File: config.mk
export PLATFORM = sky130hd
export DESIGN_NAME = dtfs_sequencer
export DESIGN_NICKNAME = d
export VERILOG_FILES = /design/src/design/dtfs_pkg.sv /design/src/design/dtfs_axil_slave.sv /design/src/design/dtfs_delay_line.sv /design/src/design/dtfs_sequencer.sv
export SDC_FILE = /design/constraint.sdc
export NUM_CORES = 1
export LEC_CHECK = 0
export ABC_CLOCK_PERIOD_IN_PS = 4300
export BUFFER_PORTS_ARGS = -buffer_cell sky130_fd_sc_hd__buf_2
export CORE_MARGIN = 1.5
export CORE_UTILIZATION = 52
export CTS_CLUSTER_DIAMETER = 120
export DETAILED_ROUTE_END_ITERATION = 8
export PLACE_DENSITY = 0.84
export SETUP_SLACK_MARGIN = 0.2
export SKIP_LAST_GASP = 1
export SLEW_MARGIN = 0
export SYNTH_ARGS = -nofsm -noshare
export SYNTH_HDL_FRONTEND = slang
export SYNTH_SLANG_ARGS = --single-unit
File: constraint.sdc
create_clock -name clk_sys -period 4.3 [get_ports clk_sys]
set_clock_uncertainty 0.1 [all_clocks]
set_input_delay 0.43 -clock clk_sys [delete_from_list [all_inputs] [get_ports clk_sys]]
set_output_delay 0.43 -clock clk_sys [all_outputs]
set_load 0.03 [all_outputs]
File: src/design/dtfs_pkg.sv
// package for the disk track formatter sequencer: register map, field positions, timing counts
// assumes an AXI4-Lite master with 32-bit data on the register side
package dtfs_pkg;
  localparam int unsigned ADDR_W = 8;
  localparam logic [7:0] CTRL_OFS = 8'h00;
  localparam logic [7:0] STAT_OFS = 8'h04;
  // control fields
  localparam int unsigned CTRL_FRST_BIT = 0;
  localparam int unsigned CTRL_WRITE_BIT = 1;
  localparam int unsigned CTRL_SHIFT_BIT = 2;
  localparam logic [2:0] CTRL_RESET_VAL = 3'h0;
  // status fields
  localparam int unsigned STAT_CHECK_BIT = 0;
  localparam int unsigned STAT_HIT_BIT = 1;
  localparam int unsigned STAT_RATE_BIT = 2;
  localparam int unsigned STAT_CRCEN_BIT = 3;
  localparam int unsigned STAT_SHIFT_BIT = 4;
  // sync pattern and mark second halves
  localparam logic [7:0] SYNC_PATTERN = 8'hF5;
  localparam logic [7:0] ID_MARK_TAIL = 8'h7E;
  localparam logic [7:0] DATA_MARK_TAIL = 8'h6F;
  // timing
  localparam int unsigned SYS_CLK_HZ = 100_000_000;
  localparam int unsigned REF_CLK_HZ = 500_000;
  localparam int unsigned REF_DIV = SYS_CLK_HZ / REF_CLK_HZ;
  localparam int unsigned SHIFT_DELAY_NS = 1000;
  localparam int unsigned SHIFT_DELAY_CYC = (SHIFT_DELAY_NS * (SYS_CLK_HZ / 1_000_000)) / 1000;
  localparam int unsigned READ_CLK_DLY = 4;
  localparam int unsigned CRC_LAG_BITS = 8;
  localparam int unsigned GAP_UNDERFLOWS = 11;

  typedef struct packed {
    logic shift_cmd;
    logic write_mode;
    logic formatter_reset;
  } dtfs_ctrl_t;

  typedef struct packed {
    logic shift_active;
    logic crc_enable;
    logic rate_fast;
    logic hit;
    logic check_result;
  } dtfs_stat_t;
endpackage

File: src/design/dtfs_axil_slave.sv
// AXI4-Lite slave holding the control register and presenting status
// assumes one write and one read in flight at most; answers one cycle after both halves
`timescale 1ns/1ps
module dtfs_axil_slave (
  input wire logic clk_sys,
  input wire logic rst_n,
  input wire logic [dtfs_pkg::ADDR_W-1:0] s_awaddr,
  input wire logic s_awvalid,
  output logic s_awready,
  input wire logic [31:0] s_wdata,
  input wire logic [3:0] s_wstrb,
  input wire logic s_wvalid,
  output logic s_wready,
  output logic [1:0] s_bresp,
  output logic s_bvalid,
  input wire logic s_bready,
  input wire logic [dtfs_pkg::ADDR_W-1:0] s_araddr,
  input wire logic s_arvalid,
  output logic s_arready,
  output logic [31:0] s_rdata,
  output logic [1:0] s_rresp,
  output logic s_rvalid,
  input wire logic s_rready,
  input wire dtfs_pkg::dtfs_stat_t stat,
  output dtfs_pkg::dtfs_ctrl_t ctrl
);
  import dtfs_pkg::*;
  logic aw_got_ff;
  logic w_got_ff;
  logic [ADDR_W-1:0] awaddr_ff;
  logic [31:0] wdata_ff;
  logic wstrb0_ff;
  dtfs_ctrl_t ctrl_ff;

  logic nxt_aw_got;
  logic nxt_w_got;
  logic nxt_bvalid;
  logic nxt_rvalid;

  assign ctrl = ctrl_ff;

  // readies are registered from the next state so every port is a flop output
  always_comb begin
    nxt_aw_got = aw_got_ff || (s_awvalid && s_awready);
    nxt_w_got = w_got_ff || (s_wvalid && s_wready);
    nxt_bvalid = s_bvalid;
    if (aw_got_ff && w_got_ff && !s_bvalid) begin
      nxt_aw_got = 1'b0;
      nxt_w_got = 1'b0;
      nxt_bvalid = 1'b1;
    end else if (s_bvalid && s_bready) begin
      nxt_bvalid = 1'b0;
    end
    nxt_rvalid = s_rvalid;
    if (s_arvalid && s_arready) begin
      nxt_rvalid = 1'b1;
    end else if (s_rvalid && s_rready) begin
      nxt_rvalid = 1'b0;
    end
  end

  always_ff @(posedge clk_sys or negedge rst_n) begin
    if (!rst_n) begin
      s_awready <= 1'b0;
      s_wready <= 1'b0;
      s_arready <= 1'b0;
    end else begin
      s_awready <= !nxt_aw_got && !nxt_bvalid;
      s_wready <= !nxt_w_got && !nxt_bvalid;
      s_arready <= !nxt_rvalid;
    end
  end

  always_ff @(posedge clk_sys or negedge rst_n) begin
    if (!rst_n) begin
      aw_got_ff <= 1'b0;
      w_got_ff <= 1'b0;
      awaddr_ff <= '0;
      wdata_ff <= '0;
      wstrb0_ff <= 1'b0;
      s_bvalid <= 1'b0;
      s_bresp <= 2'h0;
      ctrl_ff <= CTRL_RESET_VAL;
    end else begin
      if (s_awvalid && s_awready) begin
        aw_got_ff <= 1'b1;
        awaddr_ff <= s_awaddr;
      end
      if (s_wvalid && s_wready) begin
        w_got_ff <= 1'b1;
        wdata_ff <= s_wdata;
        wstrb0_ff <= s_wstrb[0];
      end
      if (aw_got_ff && w_got_ff && !s_bvalid) begin
        aw_got_ff <= 1'b0;
        w_got_ff <= 1'b0;
        s_bvalid <= 1'b1;
        if (awaddr_ff == CTRL_OFS) begin
          s_bresp <= 2'h0;
          if (wstrb0_ff) begin
            ctrl_ff <= wdata_ff[2:0];
          end
        end else if (awaddr_ff == STAT_OFS) begin
          s_bresp <= 2'h0;
        end else begin
          s_bresp <= 2'h2;
        end
      end else if (s_bvalid && s_bready) begin
        s_bvalid <= 1'b0;
      end
    end
  end

  always_ff @(posedge clk_sys or negedge rst_n) begin
    if (!rst_n) begin
      s_rvalid <= 1'b0;
      s_rdata <= 32'h0;
      s_rresp <= 2'h0;
    end else if (s_arvalid && s_arready) begin
      s_rvalid <= 1'b1;
      if (s_araddr == CTRL_OFS) begin
        s_rdata <= {29'h0, ctrl_ff};
        s_rresp <= 2'h0;
      end else if (s_araddr == STAT_OFS) begin
        s_rdata <= {27'h0, stat};
        s_rresp <= 2'h0;
      end else begin
        s_rdata <= 32'h0;
        s_rresp <= 2'h2;
      end
    end else if (s_rvalid && s_rready) begin
      s_rvalid <= 1'b0;
    end
  end
endmodule // dtfs_axil_slave

File: src/design/dtfs_delay_line.sv
// parameterised shift-register delay line, one stage per enabled step
// assumes a synchronous enable pulse and an active-low async reset
`timescale 1ns/1ps
module dtfs_delay_line #(
  parameter int unsigned DEPTH = 8
) (
  input wire logic clk_sys,
  input wire logic rst_n,
  input wire logic step,
  input wire logic din,
  output logic dout
);
  import dtfs_pkg::*;
  logic [DEPTH-1:0] stage_ff;

  genvar gi;
  generate
    for (gi = 0; gi < DEPTH; gi++) begin : g_stage
      always_ff @(posedge clk_sys or negedge rst_n) begin
        if (!rst_n) begin
          stage_ff[gi] <= 1'b0;
        end else if (step) begin
          stage_ff[gi] <= (gi == 0) ? din : stage_ff[(gi == 0) ? 0 : gi - 1];
        end
      end
    end
  endgenerate

  assign dout = stage_ff[DEPTH-1];
endmodule // dtfs_delay_line

File: src/design/dtfs_sequencer.sv
// top of the disk track formatter sequencer: read and write clock-rate sequencing,
// check generator gating and check-result latch, with an AXI4-Lite register port
// assumes all link inputs are synchronous to clk_sys; ref_clk is a sampled 500 kHz level
//
// The register addresses and the AXI4-Lite register port were left to the implementer.
`timescale 1ns/1ps
module dtfs_sequencer #(
  parameter int unsigned SHIFT_DLY_CYC = dtfs_pkg::SHIFT_DELAY_CYC
) (
  input wire logic clk_sys,
  input wire logic reset_n,
  input wire logic [dtfs_pkg::ADDR_W-1:0] s_awaddr,
  input wire logic s_awvalid,
  output logic s_awready,
  input wire logic [31:0] s_wdata,
  input wire logic [3:0] s_wstrb,
  input wire logic s_wvalid,
  output logic s_wready,
  output logic [1:0] s_bresp,
  output logic s_bvalid,
  input wire logic s_bready,
  input wire logic [dtfs_pkg::ADDR_W-1:0] s_araddr,
  input wire logic s_arvalid,
  output logic s_arready,
  output logic [31:0] s_rdata,
  output logic [1:0] s_rresp,
  output logic s_rvalid,
  input wire logic s_rready,
  input wire logic ref_clk,
  input wire logic read_data,
  input wire logic pattern_hit_pulse,
  input wire logic tx_underflow,
  input wire logic check_all_zero_n,
  output logic adapter_rx_clk,
  output logic adapter_tx_clk,
  output logic check_gen_clk,
  output logic check_gen_data,
  output logic check_gen_enable,
  output logic check_gen_preset,
  output logic check_gen_shift,
  output logic check_result
);
  import dtfs_pkg::*;

  logic rst_meta_ff;
  logic rst_sync_ff;
  logic frst_n;
  dtfs_ctrl_t ctrl;
  dtfs_stat_t stat;
  logic ref_d_ff;
  logic ref_rise;
  logic ref_fall;
  logic [READ_CLK_DLY-1:0] rdclk_dly_ff;
  logic [3:0] cnt_ff;
  logic [3:0] nxt_cnt;
  logic hit_ff;
  logic rate_fast_ff;
  logic crc_en_ff;
  logic q3_prev_ff;
  logic q3_rise;
  logic q3n_rise;
  logic check_ff;
  logic shift_req_ff;
  logic [$clog2(SHIFT_DLY_CYC + 1)-1:0] shift_cnt_ff;
  logic shift_out_ff;
  logic crc_data_dly;
  logic frst_prev_ff;

  // system reset release through two flops
  always_ff @(posedge clk_sys or negedge reset_n) begin
    if (!reset_n) begin
      rst_meta_ff <= 1'b0;
      rst_sync_ff <= 1'b0;
    end else begin
      rst_meta_ff <= 1'b1;
      rst_sync_ff <= rst_meta_ff;
    end
  end

  dtfs_axil_slave u_regs (
    .clk_sys(clk_sys),
    .rst_n(rst_sync_ff),
    .s_awaddr(s_awaddr),
    .s_awvalid(s_awvalid),
    .s_awready(s_awready),
    .s_wdata(s_wdata),
    .s_wstrb(s_wstrb),
    .s_wvalid(s_wvalid),
    .s_wready(s_wready),
    .s_bresp(s_bresp),
    .s_bvalid(s_bvalid),
    .s_bready(s_bready),
    .s_araddr(s_araddr),
    .s_arvalid(s_arvalid),
    .s_arready(s_arready),
    .s_rdata(s_rdata),
    .s_rresp(s_rresp),
    .s_rvalid(s_rvalid),
    .s_rready(s_rready),
    .stat(stat),
    .ctrl(ctrl)
  );

  // formatter reset is a software level; while high it holds the bit counter, latches and shift delay at their reset values
  assign frst_n = rst_sync_ff && !ctrl.formatter_reset;

  assign stat.check_result = check_ff;
  assign stat.hit = hit_ff;
  assign stat.rate_fast = rate_fast_ff;
  assign stat.crc_enable = crc_en_ff;
  assign stat.shift_active = shift_out_ff;

  always_ff @(posedge clk_sys or negedge rst_sync_ff) begin
    if (!rst_sync_ff) begin
      ref_d_ff <= 1'b0;
    end else begin
      ref_d_ff <= ref_clk;
    end
  end

  assign ref_rise = ref_clk && !ref_d_ff;
  assign ref_fall = !ref_clk && ref_d_ff;

  // inverted read clock delayed a few system clocks so the rate select settles first
  always_ff @(posedge clk_sys or negedge rst_sync_ff) begin
    if (!rst_sync_ff) begin
      rdclk_dly_ff <= '0;
    end else begin
      rdclk_dly_ff <= {rdclk_dly_ff[READ_CLK_DLY-2:0], !ref_clk};
    end
  end

  // bit counter: read side runs while hit; write side reset by underflow only at 2X,
  // so a 1X underflow after the check bytes survives to the enable flop
  always_comb begin
    nxt_cnt = cnt_ff;
    if (ctrl.write_mode) begin
      if (tx_underflow && rate_fast_ff) begin
        nxt_cnt = 4'h0;
      end else if (ref_fall) begin
        nxt_cnt = cnt_ff + 4'h1;
      end
    end else if (hit_ff && ref_rise) begin
      nxt_cnt = cnt_ff + 4'h1;
    end
  end

  always_ff @(posedge clk_sys or negedge frst_n) begin
    if (!frst_n) begin
      cnt_ff <= 4'h0;
    end else begin
      cnt_ff <= nxt_cnt;
    end
  end

  always_ff @(posedge clk_sys or negedge frst_n) begin
    if (!frst_n) begin
      q3_prev_ff <= 1'b0;
    end else begin
      q3_prev_ff <= cnt_ff[3];
    end
  end

  assign q3_rise = cnt_ff[3] && !q3_prev_ff;
  assign q3n_rise = !cnt_ff[3] && q3_prev_ff;

  // hit latch, cleared by formatter reset
  always_ff @(posedge clk_sys or negedge frst_n) begin
    if (!frst_n) begin
      hit_ff <= 1'b0;
    end else if (!ctrl.write_mode && ref_rise && pattern_hit_pulse) begin
      hit_ff <= 1'b1;
    end
  end

  // write enable flop: only set when counter bit 3 rises with no underflow
  always_ff @(posedge clk_sys or negedge frst_n) begin
    if (!frst_n) begin
      crc_en_ff <= 1'b0;
    end else if (ctrl.write_mode && q3_rise) begin
      crc_en_ff <= !tx_underflow;
    end
  end

  // rate latch: set on formatter reset, cleared once the mark has passed
  always_ff @(posedge clk_sys or negedge frst_n) begin
    if (!frst_n) begin
      rate_fast_ff <= 1'b1;
    end else if (ctrl.write_mode) begin
      if (q3_rise && crc_en_ff) begin
        rate_fast_ff <= 1'b0;
      end else if (q3_rise && !crc_en_ff && !rate_fast_ff) begin
        rate_fast_ff <= 1'b1;
      end
    end else if (hit_ff && q3_rise) begin
      rate_fast_ff <= 1'b0;
    end
  end

  // clock selectors and generator drive, all registered
  always_ff @(posedge clk_sys or negedge rst_sync_ff) begin
    if (!rst_sync_ff) begin
      adapter_rx_clk <= 1'b0;
      adapter_tx_clk <= 1'b0;
      check_gen_clk <= 1'b0;
      check_gen_enable <= 1'b0;
      check_gen_preset <= 1'b1;
      check_gen_data <= 1'b0;
    end else begin
      adapter_rx_clk <= rate_fast_ff ? rdclk_dly_ff[READ_CLK_DLY-1] : cnt_ff[0];
      adapter_tx_clk <= rate_fast_ff ? ref_clk : cnt_ff[0];
      check_gen_clk <= !cnt_ff[0];
      check_gen_enable <= ctrl.write_mode ? crc_en_ff : hit_ff;
      check_gen_preset <= !frst_n;
      check_gen_data <= crc_data_dly;
    end
  end

  // eight-bit lag on the check path so the mark's first half is counted
  dtfs_delay_line #(
    .DEPTH(CRC_LAG_BITS)
  ) u_crc_lag (
    .clk_sys(clk_sys),
    .rst_n(rst_sync_ff),
    .step(ref_rise),
    .din(read_data),
    .dout(crc_data_dly)
  );

  // check-result latch: cleared on inverted bit 3 rise when zero flag low, else reclocked high
  always_ff @(posedge clk_sys or negedge frst_n) begin
    if (!frst_n) begin
      check_ff <= 1'b1;
    end else if (hit_ff && q3n_rise) begin
      check_ff <= check_all_zero_n;
    end
  end

  always_ff @(posedge clk_sys or negedge rst_sync_ff) begin
    if (!rst_sync_ff) begin
      check_result <= 1'b1;
    end else begin
      check_result <= check_ff;
    end
  end

  // shift command: sampled at bit 3 rise, then held off 1 us before the generator sees it
  always_ff @(posedge clk_sys or negedge frst_n) begin
    if (!frst_n) begin
      shift_req_ff <= 1'b0;
    end else if (q3_rise) begin
      shift_req_ff <= ctrl.shift_cmd;
    end
  end

  always_ff @(posedge clk_sys or negedge frst_n) begin
    if (!frst_n) begin
      shift_cnt_ff <= '0;
      shift_out_ff <= 1'b0;
    end else if (shift_req_ff == shift_out_ff) begin
      shift_cnt_ff <= '0;
    end else if (shift_cnt_ff == ($bits(shift_cnt_ff))'(SHIFT_DLY_CYC - 1)) begin
      shift_cnt_ff <= '0;
      shift_out_ff <= shift_req_ff;
    end else begin
      shift_cnt_ff <= shift_cnt_ff + 1'b1;
    end
  end

  always_ff @(posedge clk_sys or negedge rst_sync_ff) begin
    if (!rst_sync_ff) begin
      check_gen_shift <= 1'b0;
      frst_prev_ff <= 1'b0;
    end else begin
      check_gen_shift <= shift_out_ff;
      frst_prev_ff <= frst_n;
    end
  end

  property p_hit_sets;
    @(posedge clk_sys) disable iff (!frst_n)
    (!ctrl.write_mode && ref_rise && pattern_hit_pulse) |=> hit_ff;
  endproperty
  a_hit_sets: assert property (p_hit_sets) else $error("hit latch not set");

  property p_rate_read_switch;
    @(posedge clk_sys) disable iff (!frst_n)
    (!ctrl.write_mode && hit_ff && q3_rise && !ctrl.formatter_reset) |=> !rate_fast_ff;
  endproperty
  a_rate_read_switch: assert property (p_rate_read_switch) else $error("rate not slowed");

  property p_rate_stays_slow;
    @(posedge clk_sys) disable iff (!frst_n)
    (!ctrl.write_mode && !rate_fast_ff) |=> !rate_fast_ff;
  endproperty
  a_rate_stays_slow: assert property (p_rate_stays_slow) else $error("read rate restored");

  property p_reset_state;
    @(posedge clk_sys) disable iff (!rst_sync_ff)
    (frst_prev_ff && !frst_n) |-> (rate_fast_ff && !hit_ff);
  endproperty
  a_reset_state: assert property (p_reset_state) else $error("reset state wrong");

  property p_rx_clk_slow;
    @(posedge clk_sys) disable iff (!frst_n)
    (!rate_fast_ff) |=> (adapter_rx_clk == $past(cnt_ff[0]));
  endproperty
  a_rx_clk_slow: assert property (p_rx_clk_slow) else $error("rx clock not bit0");

  property p_crc_en_write;
    @(posedge clk_sys) disable iff (!frst_n)
    (ctrl.write_mode && q3_rise && tx_underflow) |=> !crc_en_ff;
  endproperty
  a_crc_en_write: assert property (p_crc_en_write) else $error("enable despite underflow");

  property p_underflow_clears;
    @(posedge clk_sys) disable iff (!frst_n)
    (ctrl.write_mode && tx_underflow && rate_fast_ff) |=> (cnt_ff == 4'h0);
  endproperty
  a_underflow_clears: assert property (p_underflow_clears) else $error("counter kept");

  property p_check_clear;
    @(posedge clk_sys) disable iff (!frst_n)
    (hit_ff && q3n_rise && !check_all_zero_n) |=> !check_ff ##2 !check_result;
  endproperty
  a_check_clear: assert property (p_check_clear) else $error("check latch not cleared");

  property p_shift_delay;
    @(posedge clk_sys) disable iff (!frst_n)
    $rose(shift_req_ff) |-> !shift_out_ff [*3];
  endproperty
  a_shift_delay: assert property (p_shift_delay) else $error("shift passed early");
endmodule // dtfs_sequencer

### Word-level counts from Yosys, hierarchy flattened

Cells that the tools add are included.

* register bits after elaboration: 99
* bits of input ports: 64
* output and inout port bits: 49
* word-level logic and storage cells: 135

* add/subtract/negate cells: 2
* equal/unequal tests: 6
* muxes and demuxes: 29
* bitwise operators: 1
* reductions and logical operators: 52

Operators with widths (number)
* $mux W32: 1
* $logic_and A1 B1 Y1: 24
* $mux W1: 17
* $eq A8 B3 Y1 const B: 2
* $logic_not A1 Y1: 16
* $logic_not A8 Y1: 2
* $mux W4: 4
* $mux W7: 2
* $mux W2: 4
* $reduce_bool A2 Y1: 4
* $add A7 B1 Y7 const B: 1
* $eq A7 B7 Y1 const B: 1
* $ne A3 B3 Y1 const B: 2
* $reduce_and A2 Y1: 3
* $mux W5: 1
* $add A4 B1 Y4 const B: 1
* $reduce_and A3 Y1: 1
* $logic_or A1 B1 Y1: 2
* $eq A1 B1 Y1: 1
* $not A1 Y1: 1

### Logic depth before layout (Yosys ltp)

Gate-level depths: netlist of the first run.

* depth after elaboration: 7
* depth in mapped cells: 4
* depth with buffers taken out: 4

### Hierarchy

A second synthesis of the first run with hierarchy kept.

* cell total of the unflattened synthesis: 238
* area, all modules: 3010.4 µm²

By module, submodules not included
* dtfs_axil_slave: times used 1, cells each 118, area an instance 1387.6 µm², seq. area each 725.7 µm²
* dtfs_sequencer: times used 1, cells each 103, area an instance 1291.2 µm², seq. area each 830.8 µm²
* dtfs_delay_line: times used 1, cells each 17, area an instance 331.6 µm², seq. area each 200.2 µm²

### Least setup slack after synthesis of the first run

Ideal clock, no wire load.

* path kind: flip-flop to flip-flop
* start: register u_regs.awaddr_ff[5]
* end: register u_regs.ctrl_ff, in the netlist u_regs.ctrl[0]
* library setup time: 0.125 ns
* data arrival time: 1.728 ns
* data required time: 4.075 ns
* slack: 2.347 ns
* stages on the path, launching flop included: 4
* path buffers: 0
* clock period less this slack: 1.953 ns
* cell sequence: dfrtp_1 > or4_4 > or4_4 > mux2_4

* longest elaborated chain between the ends: 2

RTL lines
* from (decl): line dtfs_axil_slave.sv:30 `logic [ADDR_W-1:0] awaddr_ff;`
* from (signal assigned): line dtfs_axil_slave.sv:87 `awaddr_ff <= s_awaddr;`
* $logic_not A8 Y1: line dtfs_axil_slave.sv:98 `if (awaddr_ff == CTRL_OFS) begin`
* $reduce_and A3 Y1 (no source line)
* to (signal assigned): line dtfs_axil_slave.sv:101 `ctrl_ff <= wdata_ff[2:0];`
* to (decl): line dtfs_axil_slave.sv:33 `dtfs_ctrl_t ctrl_ff;`

No other way between the ends.
A chain may end at the register's enable or synchronous reset.

### Worst setup path after layout of the first run

Same ends and word-level chain as after synthesis.

==> out/results.txt, run 1 <==
Post-route minimum period -> 2023 ps
Top cells by count, synth -> 66 x dfrtp_1, 29 x buf_4, 24 x mux2_2
Gr ovfl total -> 0
Crit-path cells -> or4_4 -> or4_4 -> mux2_4
Crit-path slowest cell -> or4_4
Clock slew at reported path FFs -> 70 ps
DR pass1 iterations -> 4
Core area -> 5540 µm²
P&R area growth vs syn -> 14.57%
Final Cell Area -> 3425 µm²
Post-synth ARST share -> 100.0%
Element type at the critical path start -> flop
Total vias in the final route -> 1902
Synth cell types -> 37
Cells after Synth -> 246
Clock Sinks -> 70
Die W -> 78.82 µm
Initial antenna violation count -> 0
# nets final -> 371
CTS buffer count -> 9
Sequential area share after synthesis -> 58.77%
Worst EP required -> 4430 ps
Most frequent CP cell -> or4_4
FF-to-FF setup slack -> 2280 ps
DR vias/cell -> 4.979
Vias in the first global route -> 1833
Critical Path AT -> 2150 ps
Top cell type's share of synthesized area -> 55.25%
Share of layout cells above drive strength 1 -> 33.23%
Flops & latches, synth -> 70
Synth Flop Type -> dfrtp_1
Cell Area, Placed -> 3216 µm²
Pin count of the biggest net entering global routing -> 52
Worst-Margin Slew -> 718.9 ps
Ant. Diodes -> 0
I/O Buffers -> 51
Pwr/cell area -> 562.1 nW/µm²
Mean post-synth cell area -> 12.15 µm²
Cell area after synthesis -> 2989 µm²
Pins Over Slew Limit -> 0
Peak Freq -> 0.4944 GHz
Status -> finished clean
Routed Antenna Nets -> 0
Final hold slack -> 181.4 ps
Dominant cell type by area after synthesis -> dfrtp_1
Hold Violations, Final -> 0
Synth warn -> 0
CP max stage delay -> 570 ps
Global-route wire length before repair -> 8.114 mm
DRC Markers -> 0
Clock Tree Root -> clkbuf_8
Post_cts resized -> 0
Starting Density -> 53.95%
I/O pins -> 113
Routability cong. -> 0.7677
Period utilization -> 47.03%
Util after Layout -> 61.81%
Post-DP HPWL -> 3.482 mm
Worst setup EP type -> flop
Max transition margin -> 52.02%
Worst skew pair latency -> 350 ps
Gr usage total -> 17.41%
Placement Rows -> 27
Final wirelength -> 4.842 mm
Setup TNS -> 0 ps
Leak pwr -> 1.678 nW
Setup violators final -> 0
CTS tree -> built
Routed WL per cell -> 12.68 µm
H-Tree Depth -> 3
Die area -> 6212 µm²
Main area contributors after synthesis -> dfrtp_1 55%, mux2_2 9.0%, buf_4 7.3%
VDD IR-drop max -> 0.0004092 V
Power Total -> 1.925 mW
HP Class -> in2reg
Max Cap Violations -> 0
Unrepaired setup endpoints after global routing -> no
EDFF count, synth -> 0
DRT iter0 DRCs -> 67
Top-count cell post-synth -> dfrtp_1
Worst Path Max Fanout -> 3
Die H -> 78.82 µm
Clk buf depth -> 2
Critical path type -> reg2reg
-- final timing paths --
check                                         to  cells after the start                start
max in group asynchronous           shift_req_ff                      3          rst_sync_ff
worst min register to register   rdclk_dly_ff[3]                      0      rdclk_dly_ff[2]
worst max-delay path              u_regs.ctrl[0]                      3  u_regs.awaddr_ff[5]
worst max register to register    u_regs.ctrl[0]                      3  u_regs.awaddr_ff[5]
min in group asynchronous       u_regs.aw_got_ff                      1          rst_sync_ff
worst min-delay path                    ref_d_ff                      1              ref_clk
-- what timing repair did --
action / CTS / global route
endpoints found under the hold margin: 2 / 0
setup endpoints to repair: 0 / 0
hold buffers: 1 / 0
setup buffers: 0 / 0
-- logic make-up (layout without fill, tap and decap cells) --
group,Yosys count,count (layout),share of synthesized area [%]
AO/OA/AOI/OAI,29,29,5.651
XOR/XNOR,4,4,1.172
adder cells (fa/ha/maj),2,2,0.8370
buffers and inverters,41,77,8.790
flip-flops,70,70,58.77
multiplexers,31,31,11.89
other,2,30,0.2512
AND/OR/NAND/NOR,67,67,12.64
-- critical path, delay by kind of cell, from the launching register on --
| family | cells | cell delay (ps) |
|---|---|---|
| multiplexers | 1 | 320 |
| flip-flops | 1 | 370 |
| AND/OR/NAND/NOR | 2 | 1110 |
-- state kept, by name, summed over array words and instances (netlist names), 3 cells and up --
register,count
cnt_ff,4
u_regs.wdata_ff,3
u_regs.awaddr_ff,8
rdclk_dly_ff,4
u_crc_lag.stage_ff,7
shift_cnt_ff,7
u_regs.s_rdata,5
u_regs.ctrl,3
-- report_power, final --
group | leakage (nW) | internal (mW) | switching [mW]
clock network | 0.102 | 0.281 | 0.239
logic | 0.721 | 0.194 | 0.264
registers | 0.854 | 0.843 | 0.105
total | 1.68 | 1.32 | 0.608
-- layer usage --
layer,global-route usage [%],wire [µm],up-vias
li1,-,-,902
met1,19.23,2058,936
met2,30.00,2461,58
met3,7.356,271,6
met4,6.316,51,0
met5,0,0,-
-- cell usage in the layout, fill, tap and decap left out, drive strengths merged, types with 2 or more instances in the layout --
master and instances:
ha 2, nor3b 2, conb 30, nand3b 4, xor2 3, a21oi 6
o21ai 16, mux2i 4, nand4 2, inv 8, and3b 2, buf 52
nand4bb 2, o31ai 3, dfstp 4, mux2 27, and2 2, nand2 21
clkinv 4, nor2 8, nand3 7, nand2b 8, or4 2, dfrtp 66
or3 2, clkbuf 10
-- metrics by stage --
step	std cells	setup WS, ps
6_report	382	2278
3_3_place_gp	365	2307
4_1_cts	382	2270
2_1_floorplan	274	2277
3_5_place_dp	365	2284
5_1_grt	382	2244
-- layout make-up --
class | instances | area (µm²)
clock buffer | 10 | 137.6
clock inverter | 6 | 61.31
fill | 438 | 2116
inverter | 8 | 30.03
multi-input combinational | 163 | 1075
sequential | 70 | 1758
tap | 72 | 90.09
timing repair buffer | 53 | 272.8
(Power assumes the default switching activity.)
==> inputs of run 2 (changes only) <==
- ABC_CLOCK_PERIOD_IN_PS: 4300 -> 1800
- CORE_UTILIZATION: 52 -> 44
- PLACE_DENSITY: 0.84 -> 0.76
- clock period: 4.3 -> 1.8 ns (I/O delays scaled with it)
==> run 2 against run 1 <==
The run now ends with design-rule violations, negative setup slack left. Via count increased by 3.8%. Clock-buffer cell count unchanged. Sequential power increased by 140%. Die area increased by 17%. Fmax increased by 5.6%. Utilization decreased by 4.4 points. Design area increased by 8.2%. First-iteration DRC count decreased by 18%. Combinational power increased to 2.6 times the previous value. Largest cell class unchanged. Largest power group unchanged. Highest routed layer unchanged.
==> out/results.txt, run 2 (synthesized netlist as in run 1, its figures left out) <==
Status -> finished, violations left (was finished clean)
Failing checks -> design-rule violations, negative setup slack
H-Tree Depth -> 3 (unchanged)
Routed WL per cell -> 12.67 µm (was 12.68 µm)
Global-route wire length before repair -> 8.528 mm (was 8.114 mm)
I/O Buffers -> 51 (unchanged)
Final worst slack -> -114.8 ps (was 2278 ps)
Most flops, register -> u_regs.awaddr_ff (unchanged)
Most frequent cells in the layout -> 65 x dfrtp_1, 51 x buf_2, 30 x conb_1 (unchanged)
Max transition margin -> 59.11% (was 52.02%)
Buf/Inv on CP -> 0 (unchanged)
DRT iter0 DRCs -> 55 (was 67)
# nets final -> 394 (was 371)
Clk buf depth -> 2 (unchanged)
Post-DP HPWL -> 3.575 mm (was 3.482 mm)
Gr ovfl total -> 0 (unchanged)
Pins Over Slew Limit -> 0 (unchanged)
Placement Rows -> 29 (was 27)
Setup TNS -> -336.5 ps (was 0 ps)
DR vias/cell -> 4.817 (was 4.979)
Worst Path Max Fanout -> 3 (unchanged)
Placed instance count -> 375 (was 365)
Pwr/cell area -> 1340 nW/µm² (was 562.1 nW/µm²)
Clock Tree Root -> clkbuf_8 (unchanged)
Final wirelength -> 5.193 mm (was 4.842 mm)
DRC Markers -> 7 (was 0)
Post-route minimum period -> 1915 ps (was 2023 ps)
Leak pwr -> 1.799 nW (was 1.678 nW)
Most frequent CP cell -> or4_4 (unchanged)
HP Class -> in2reg (unchanged)
Initial antenna violation count -> 0 (unchanged)
Gr usage total -> 15.11% (was 17.41%)
Peak Freq -> 0.5222 GHz (was 0.4944 GHz)
Clock Sinks -> 70 (unchanged)
Routability cong. -> 0.7651 (was 0.7677)
Crit-path cells -> or4_4 -> or4_4 -> mux2_4 (unchanged)
Most common cell after layout, fill and taps aside -> dfrtp_1 (unchanged)
Die area -> 7297 µm² (was 6212 µm²)
Pin count of the biggest net entering global routing -> 51 (was 52)
Setup violators final -> 3 (was 0)
I/O pins -> 113 (unchanged)
CTS buffer count -> 9 (unchanged)
Non-filler cells, final -> 410 (was 382)
Worst setup EP type -> flop (unchanged)
Biggest registers after layout -> u_regs.awaddr_ff: 8 flops, shift_cnt_ff: 7 flops, u_crc_lag.stage_ff: 7 flops (unchanged)
Worst-Margin Slew -> 613.3 ps (was 718.9 ps)
Ant. Diodes -> 0 (unchanged)
CP max stage delay -> 540 ps (was 570 ps)
Vias in the first global route -> 1923 (was 1833)
CTS tree -> built (unchanged)
Crit path launch -> u_regs.awaddr_ff[6] (was u_regs.awaddr_ff[5])
Top delay family on crit path -> simple AND/OR/NAND/NOR gates (unchanged)
Share of layout cells above drive strength 1 -> 33.03% (was 33.23%)
Routed Antenna Nets -> 0 (unchanged)
Die W -> 85.42 µm (was 78.82 µm)
Critical Path AT -> 2040 ps (was 2150 ps)
Worst skew pair latency -> 340 ps (was 350 ps)
Element type at the critical path start -> flop (unchanged)
Post-CTS Setup Bufs -> 0 (unchanged)
VDD IR-drop max -> 0.0008424 V (was 0.0004092 V)
Die H -> 85.42 µm (was 78.82 µm)
Period utilization -> 106.4% (was 47.03%)
Unrepaired setup endpoints after global routing -> yes (was no)
DR pass1 iterations -> 6 (was 4)
Worst hold start -> s_araddr[4] (was ref_clk)
Total vias in the final route -> 1975 (was 1902)
FF-to-FF Start -> u_regs.awaddr_ff[6] (was u_regs.awaddr_ff[5])
Starting Density -> 46.28% (was 53.95%)
Hold Violations, Final -> 0 (unchanged)
P&R area growth vs syn -> 23.94% (was 14.57%)
Util after Layout -> 57.36% (was 61.81%)
Critical path type -> reg2reg (unchanged)
Crit-path slowest cell -> or4_4 (unchanged)
Max FFs per register -> 8 (unchanged)
Clock slew at reported path FFs -> 70 ps (about the same)
Core area -> 6459 µm² (was 5540 µm²)
Worst EP required -> 1930 ps (was 4430 ps)
Max Cap Violations -> 0 (unchanged)
## run 2: cell types whose count changed in the layout (fill, tap and decap cells not counted), sizes merged
cell | previous run | this run
dlygate4sd3 | 1 | 19
buf | 52 | 57
bufinv | 1 | 3
clkinvlp | 1 | 0
clkinv | 4 | 3
## run 2: worst min-delay path, delay by kind of cell
family          cells  cell delay (ps)
simple gates        2              130
compound gates      1               60
buf+inv             1               70
## run 2: final cells by class
class	instances	area, µm²
sequential	70	1758
fill	528	2754
clock buffer	10	137.6
multi-input combinational	163	1084
clock inverter	6	108.9
inverter	8	30.03
tap	77	96.34
timing repair buffer	76	490.5
## run 2: repair_timing
item | CTS | global route
pin swaps | 2 | 0
setup endpoints to repair | 3 | 5
gates resized for setup | 0 | 2
endpoints found under the hold margin | 22 | 0
hold buffers | 19 | 0
## run 2: where the power goes
group | total, mW | internal [mW] | switching, mW
clock network | 1.53 | 0.955 | 0.572
logic | 1.18 | 0.523 | 0.655
registers | 2.26 | 2.01 | 0.247
total | 4.96 | 3.49 | 1.47
## run 2: path summary, 6_finish.rpt
kind / endpoint / slack, ps / depth (start not counted)
setup / recovery: u_regs.ctrl[1] / -110 / 3
hold / removal: u_regs.s_rdata[4] / 40 / 4
setup reg to reg: u_regs.ctrl[1] / -110 / 3
hold reg to reg: cnt_ff[3] / 200 / 2
max in group asynchronous: shift_cnt_ff[4] / 800 / 3
min in group asynchronous: rst_meta_ff / 50 / 2
## run 2: layer usage
metal	up-vias	GRT usage, %	routed length, µm
met3	8	5.934	302
met2	61	25.70	2675
li1	947	-	-
met1	959	17.91	2139
met5	-	0	0
met4	0	3.959	76
## run 2: per-stage QoR
| stage | cell area (µm²) | power, mW | setup WS (ps) | hold slack [ps] |
|---|---|---|---|---|
| CTS | 3696 | 5.014 | -123.8 | 27.93 |
| global placement | 3259 | 3.381 | -170.4 | -129.7 |
| detailed placement | 3259 | 3.448 | -182.7 | -126.7 |
| floorplan | 3095 | 3.135 | -120.5 | -215.6 |
| global route | 3705 | 5.233 | -147.9 | 48.37 |
| finish | 3705 | 4.965 | -114.8 | 44.61 |
==> inputs of run 3 (changes only) <==
- CORE_MARGIN: 1.5 -> 5
- CORE_UTILIZATION: 44 -> 30
- PLACE_DENSITY: 0.76 -> not set
==> run 3 against run 2 <==
The run ends with negative setup slack left. Global-route usage is 5.1 points lower. Sequential power hardly changed. Die area is 65% higher. Clock-buffer cell count is 2 higher. Setup slack better by 13 ps. Critical endpoint is now u_regs.ctrl[0]. Highest routed layer unchanged.
==> out/results.txt, run 3 (synthesized netlist as in run 1, its figures left out) <==
Status -> finished, violations left (unchanged)
Failing checks -> negative setup slack (was design-rule violations, negative setup slack)
Clock Sinks -> 70 (unchanged)
Element type at the critical path start -> flop (unchanged)
Routed WL per cell -> 11.83 µm (was 12.67 µm)
Initial antenna violation count -> 0 (unchanged)
DR top layer -> met4 (unchanged)
Global-route wire length before repair -> 9.308 mm (was 8.528 mm)
DRT iter0 DRCs -> 26 (was 55)
I/O Buffers -> 51 (unchanged)
WL met2 -> 2.746 mm (was 2.675 mm)
CTS buffer count -> 9 (unchanged)
Ant. Diodes -> 0 (unchanged)
Post-CTS Setup Bufs -> 0 (unchanged)
DR pass1 iterations -> 4 (was 6)
Most frequent cells in the layout -> 65 x dfrtp_1, 51 x buf_2, 30 x conb_1 (unchanged)
P&R area growth vs syn -> 23.73% (was 23.94%)
Gr usage total -> 9.993% (was 15.11%)
Final hold slack -> 37.31 ps (was 44.61 ps)
Gr ovfl total -> 0 (unchanged)
Starting Density -> 30.72% (was 46.28%)
Worst setup EP type -> flop (unchanged)
DRC Markers -> 0 (was 7)
Final wirelength -> 5.511 mm (was 5.193 mm)
Hold depth -> 3 (was 4)
Post-Route M1 WL -> 2.323 mm (was 2.139 mm)
Max transition margin -> 58.90% (was 59.11%)
Biggest registers after layout -> u_regs.awaddr_ff: 8 flops, shift_cnt_ff: 7 flops, u_crc_lag.stage_ff: 7 flops (unchanged)
Hold Violations, Final -> 0 (unchanged)
Post-route minimum period -> 1902 ps (was 1915 ps)
Worst-Margin Slew -> 616.5 ps (was 613.3 ps)
Worst skew pair latency -> 340 ps (about the same)
Clk buf depth -> 2 (unchanged)
Power Total -> 4.546 mW (was 4.965 mW)
Final worst slack -> -101.6 ps (was -114.8 ps)
Routed Antenna Nets -> 0 (unchanged)
Most flops, register -> u_regs.awaddr_ff (unchanged)
Pins Over Slew Limit -> 0 (unchanged)
HP Class -> in2reg (unchanged)
Vias in the first global route -> 1990 (was 1923)
Placement Rows -> 36 (was 29)
Pre-CTS setup slack -> -165.0 ps (was -182.7 ps)
CTS tree -> built (unchanged)
Multi-input gate area -> 1084 µm² (unchanged)
H-Tree Depth -> 3 (unchanged)
Clock Tree Root -> clkbuf_8 (unchanged)
Setup violators final -> 3 (unchanged)
Worst Path Max Fanout -> 3 (unchanged)
Critical path type -> reg2reg (unchanged)
Worst EP required -> 1920 ps (was 1930 ps)
Critical Path AT -> 2020 ps (was 2040 ps)
Max Cap Violations -> 0 (unchanged)
Setup TNS -> -302.1 ps (was -336.5 ps)
Register Area -> 1758 µm² (unchanged)
Max FFs per register -> 8 (unchanged)
Non-filler cells, final -> 466 (was 410)
# nets final -> 394 (unchanged)
Unrepaired setup endpoints after global routing -> yes (unchanged)
Peak Freq -> 0.5259 GHz (was 0.5222 GHz)
Die H -> 109.8 µm (was 85.42 µm)
Clock slew at reported path FFs -> 70 ps (about the same)
Fillcell total -> 965 (was 528)
FF-to-FF setup slack -> -100 ps (was -110 ps)
Total vias in the final route -> 1958 (was 1975)
VDD IR-drop max -> 0.0007140 V (was 0.0008424 V)
Routability cong. -> 0.7590 (was 0.7651)
Die W -> 109.8 µm (was 85.42 µm)
Routed met3 length -> 327 µm (was 302 µm)
Core area -> 9729 µm² (was 6459 µm²)
Pin count of the biggest net entering global routing -> 51 (unchanged)
FF-to-FF path depth -> 3 (unchanged)
Period utilization -> 105.6% (was 106.4%)
Placed instance count -> 431 (was 375)
DR vias/cell -> 4.202 (was 4.817)
Pwr/cell area -> 1229 nW/µm² (was 1340 nW/µm²)
Post-DP HPWL -> 4.032 mm (was 3.575 mm)
Share of layout cells above drive strength 1 -> 32.43% (was 33.03%)
Most common cell after layout, fill and taps aside -> dfrtp_1 (unchanged)
I/O pins -> 113 (unchanged)
Leak pwr -> 1.755 nW (was 1.799 nW)
Die area -> 12060 µm² (was 7297 µm²)
[run 3: cell types whose count changed in the layout (fill, tap and decap cells not counted)]
cell,before,now
clkbuf_1,0,2
clkinvlp_4,0,2
clkinv_4,1,0
bufinv_16,3,0
[run 3: cell type report]
cell class	instances	area share, %
Timing Repair Buffer	76	13.26
Sequential cell	70	47.53
Inverter	8	0.8119
Multi-Input combinational cell	163	29.30
Clock buffer	12	3.924
Clock inverter	4	0.6766
Tap cell	133	4.499
[run 3: metal layers]
metal	global-route usage [%]	up-vias
met1	11.79	946
met2	16.33	58
met3	2.584	9
li1	-	945
met5	0	-
met4	5.877	0
[run 3: timing repair]
item	in CTS	in global routing
resized for setup	0	2
endpoints found under the setup margin	3	5
pin swaps	2	0
endpoints found under the hold margin	22	0
hold buffers	19	0
[run 3: worst max-delay path: stages, from the launching register on]
cell and delay (ps):
dfrtp_1 380, or4_4 530, or4_4 470, mux2_4 310
[run 3: worst paths after layout]
kind,from,end
setup / recovery,u_regs.awaddr_ff[6],u_regs.ctrl[0]
hold / removal,s_bready,u_regs.s_bvalid
setup reg to reg,u_regs.awaddr_ff[6],u_regs.ctrl[0]
hold reg to reg,rst_sync_ff,shift_cnt_ff[6]
max in group asynchronous,u_regs.ctrl[0],shift_cnt_ff[1]
min in group asynchronous,reset_n,rst_meta_ff
[run 3: metrics by stage]
stage                     utilization, %  area, µm²
after floorplan                        -       3095
after global placement             34.22       3329
after detailed placement           34.22       3329
after CTS                          37.92       3690
after global routing               38.01       3699
final                              38.01       3699
[run 3: power breakdown]
part	switching [mW]	leakage, nW	total, mW	internal, mW
Sequential	0.241	0.854	2.25	2.01
Clock	0.571	0.0824	1.11	0.534
Combinational	0.665	0.819	1.19	0.522
Total	1.48	1.76	4.55	3.07
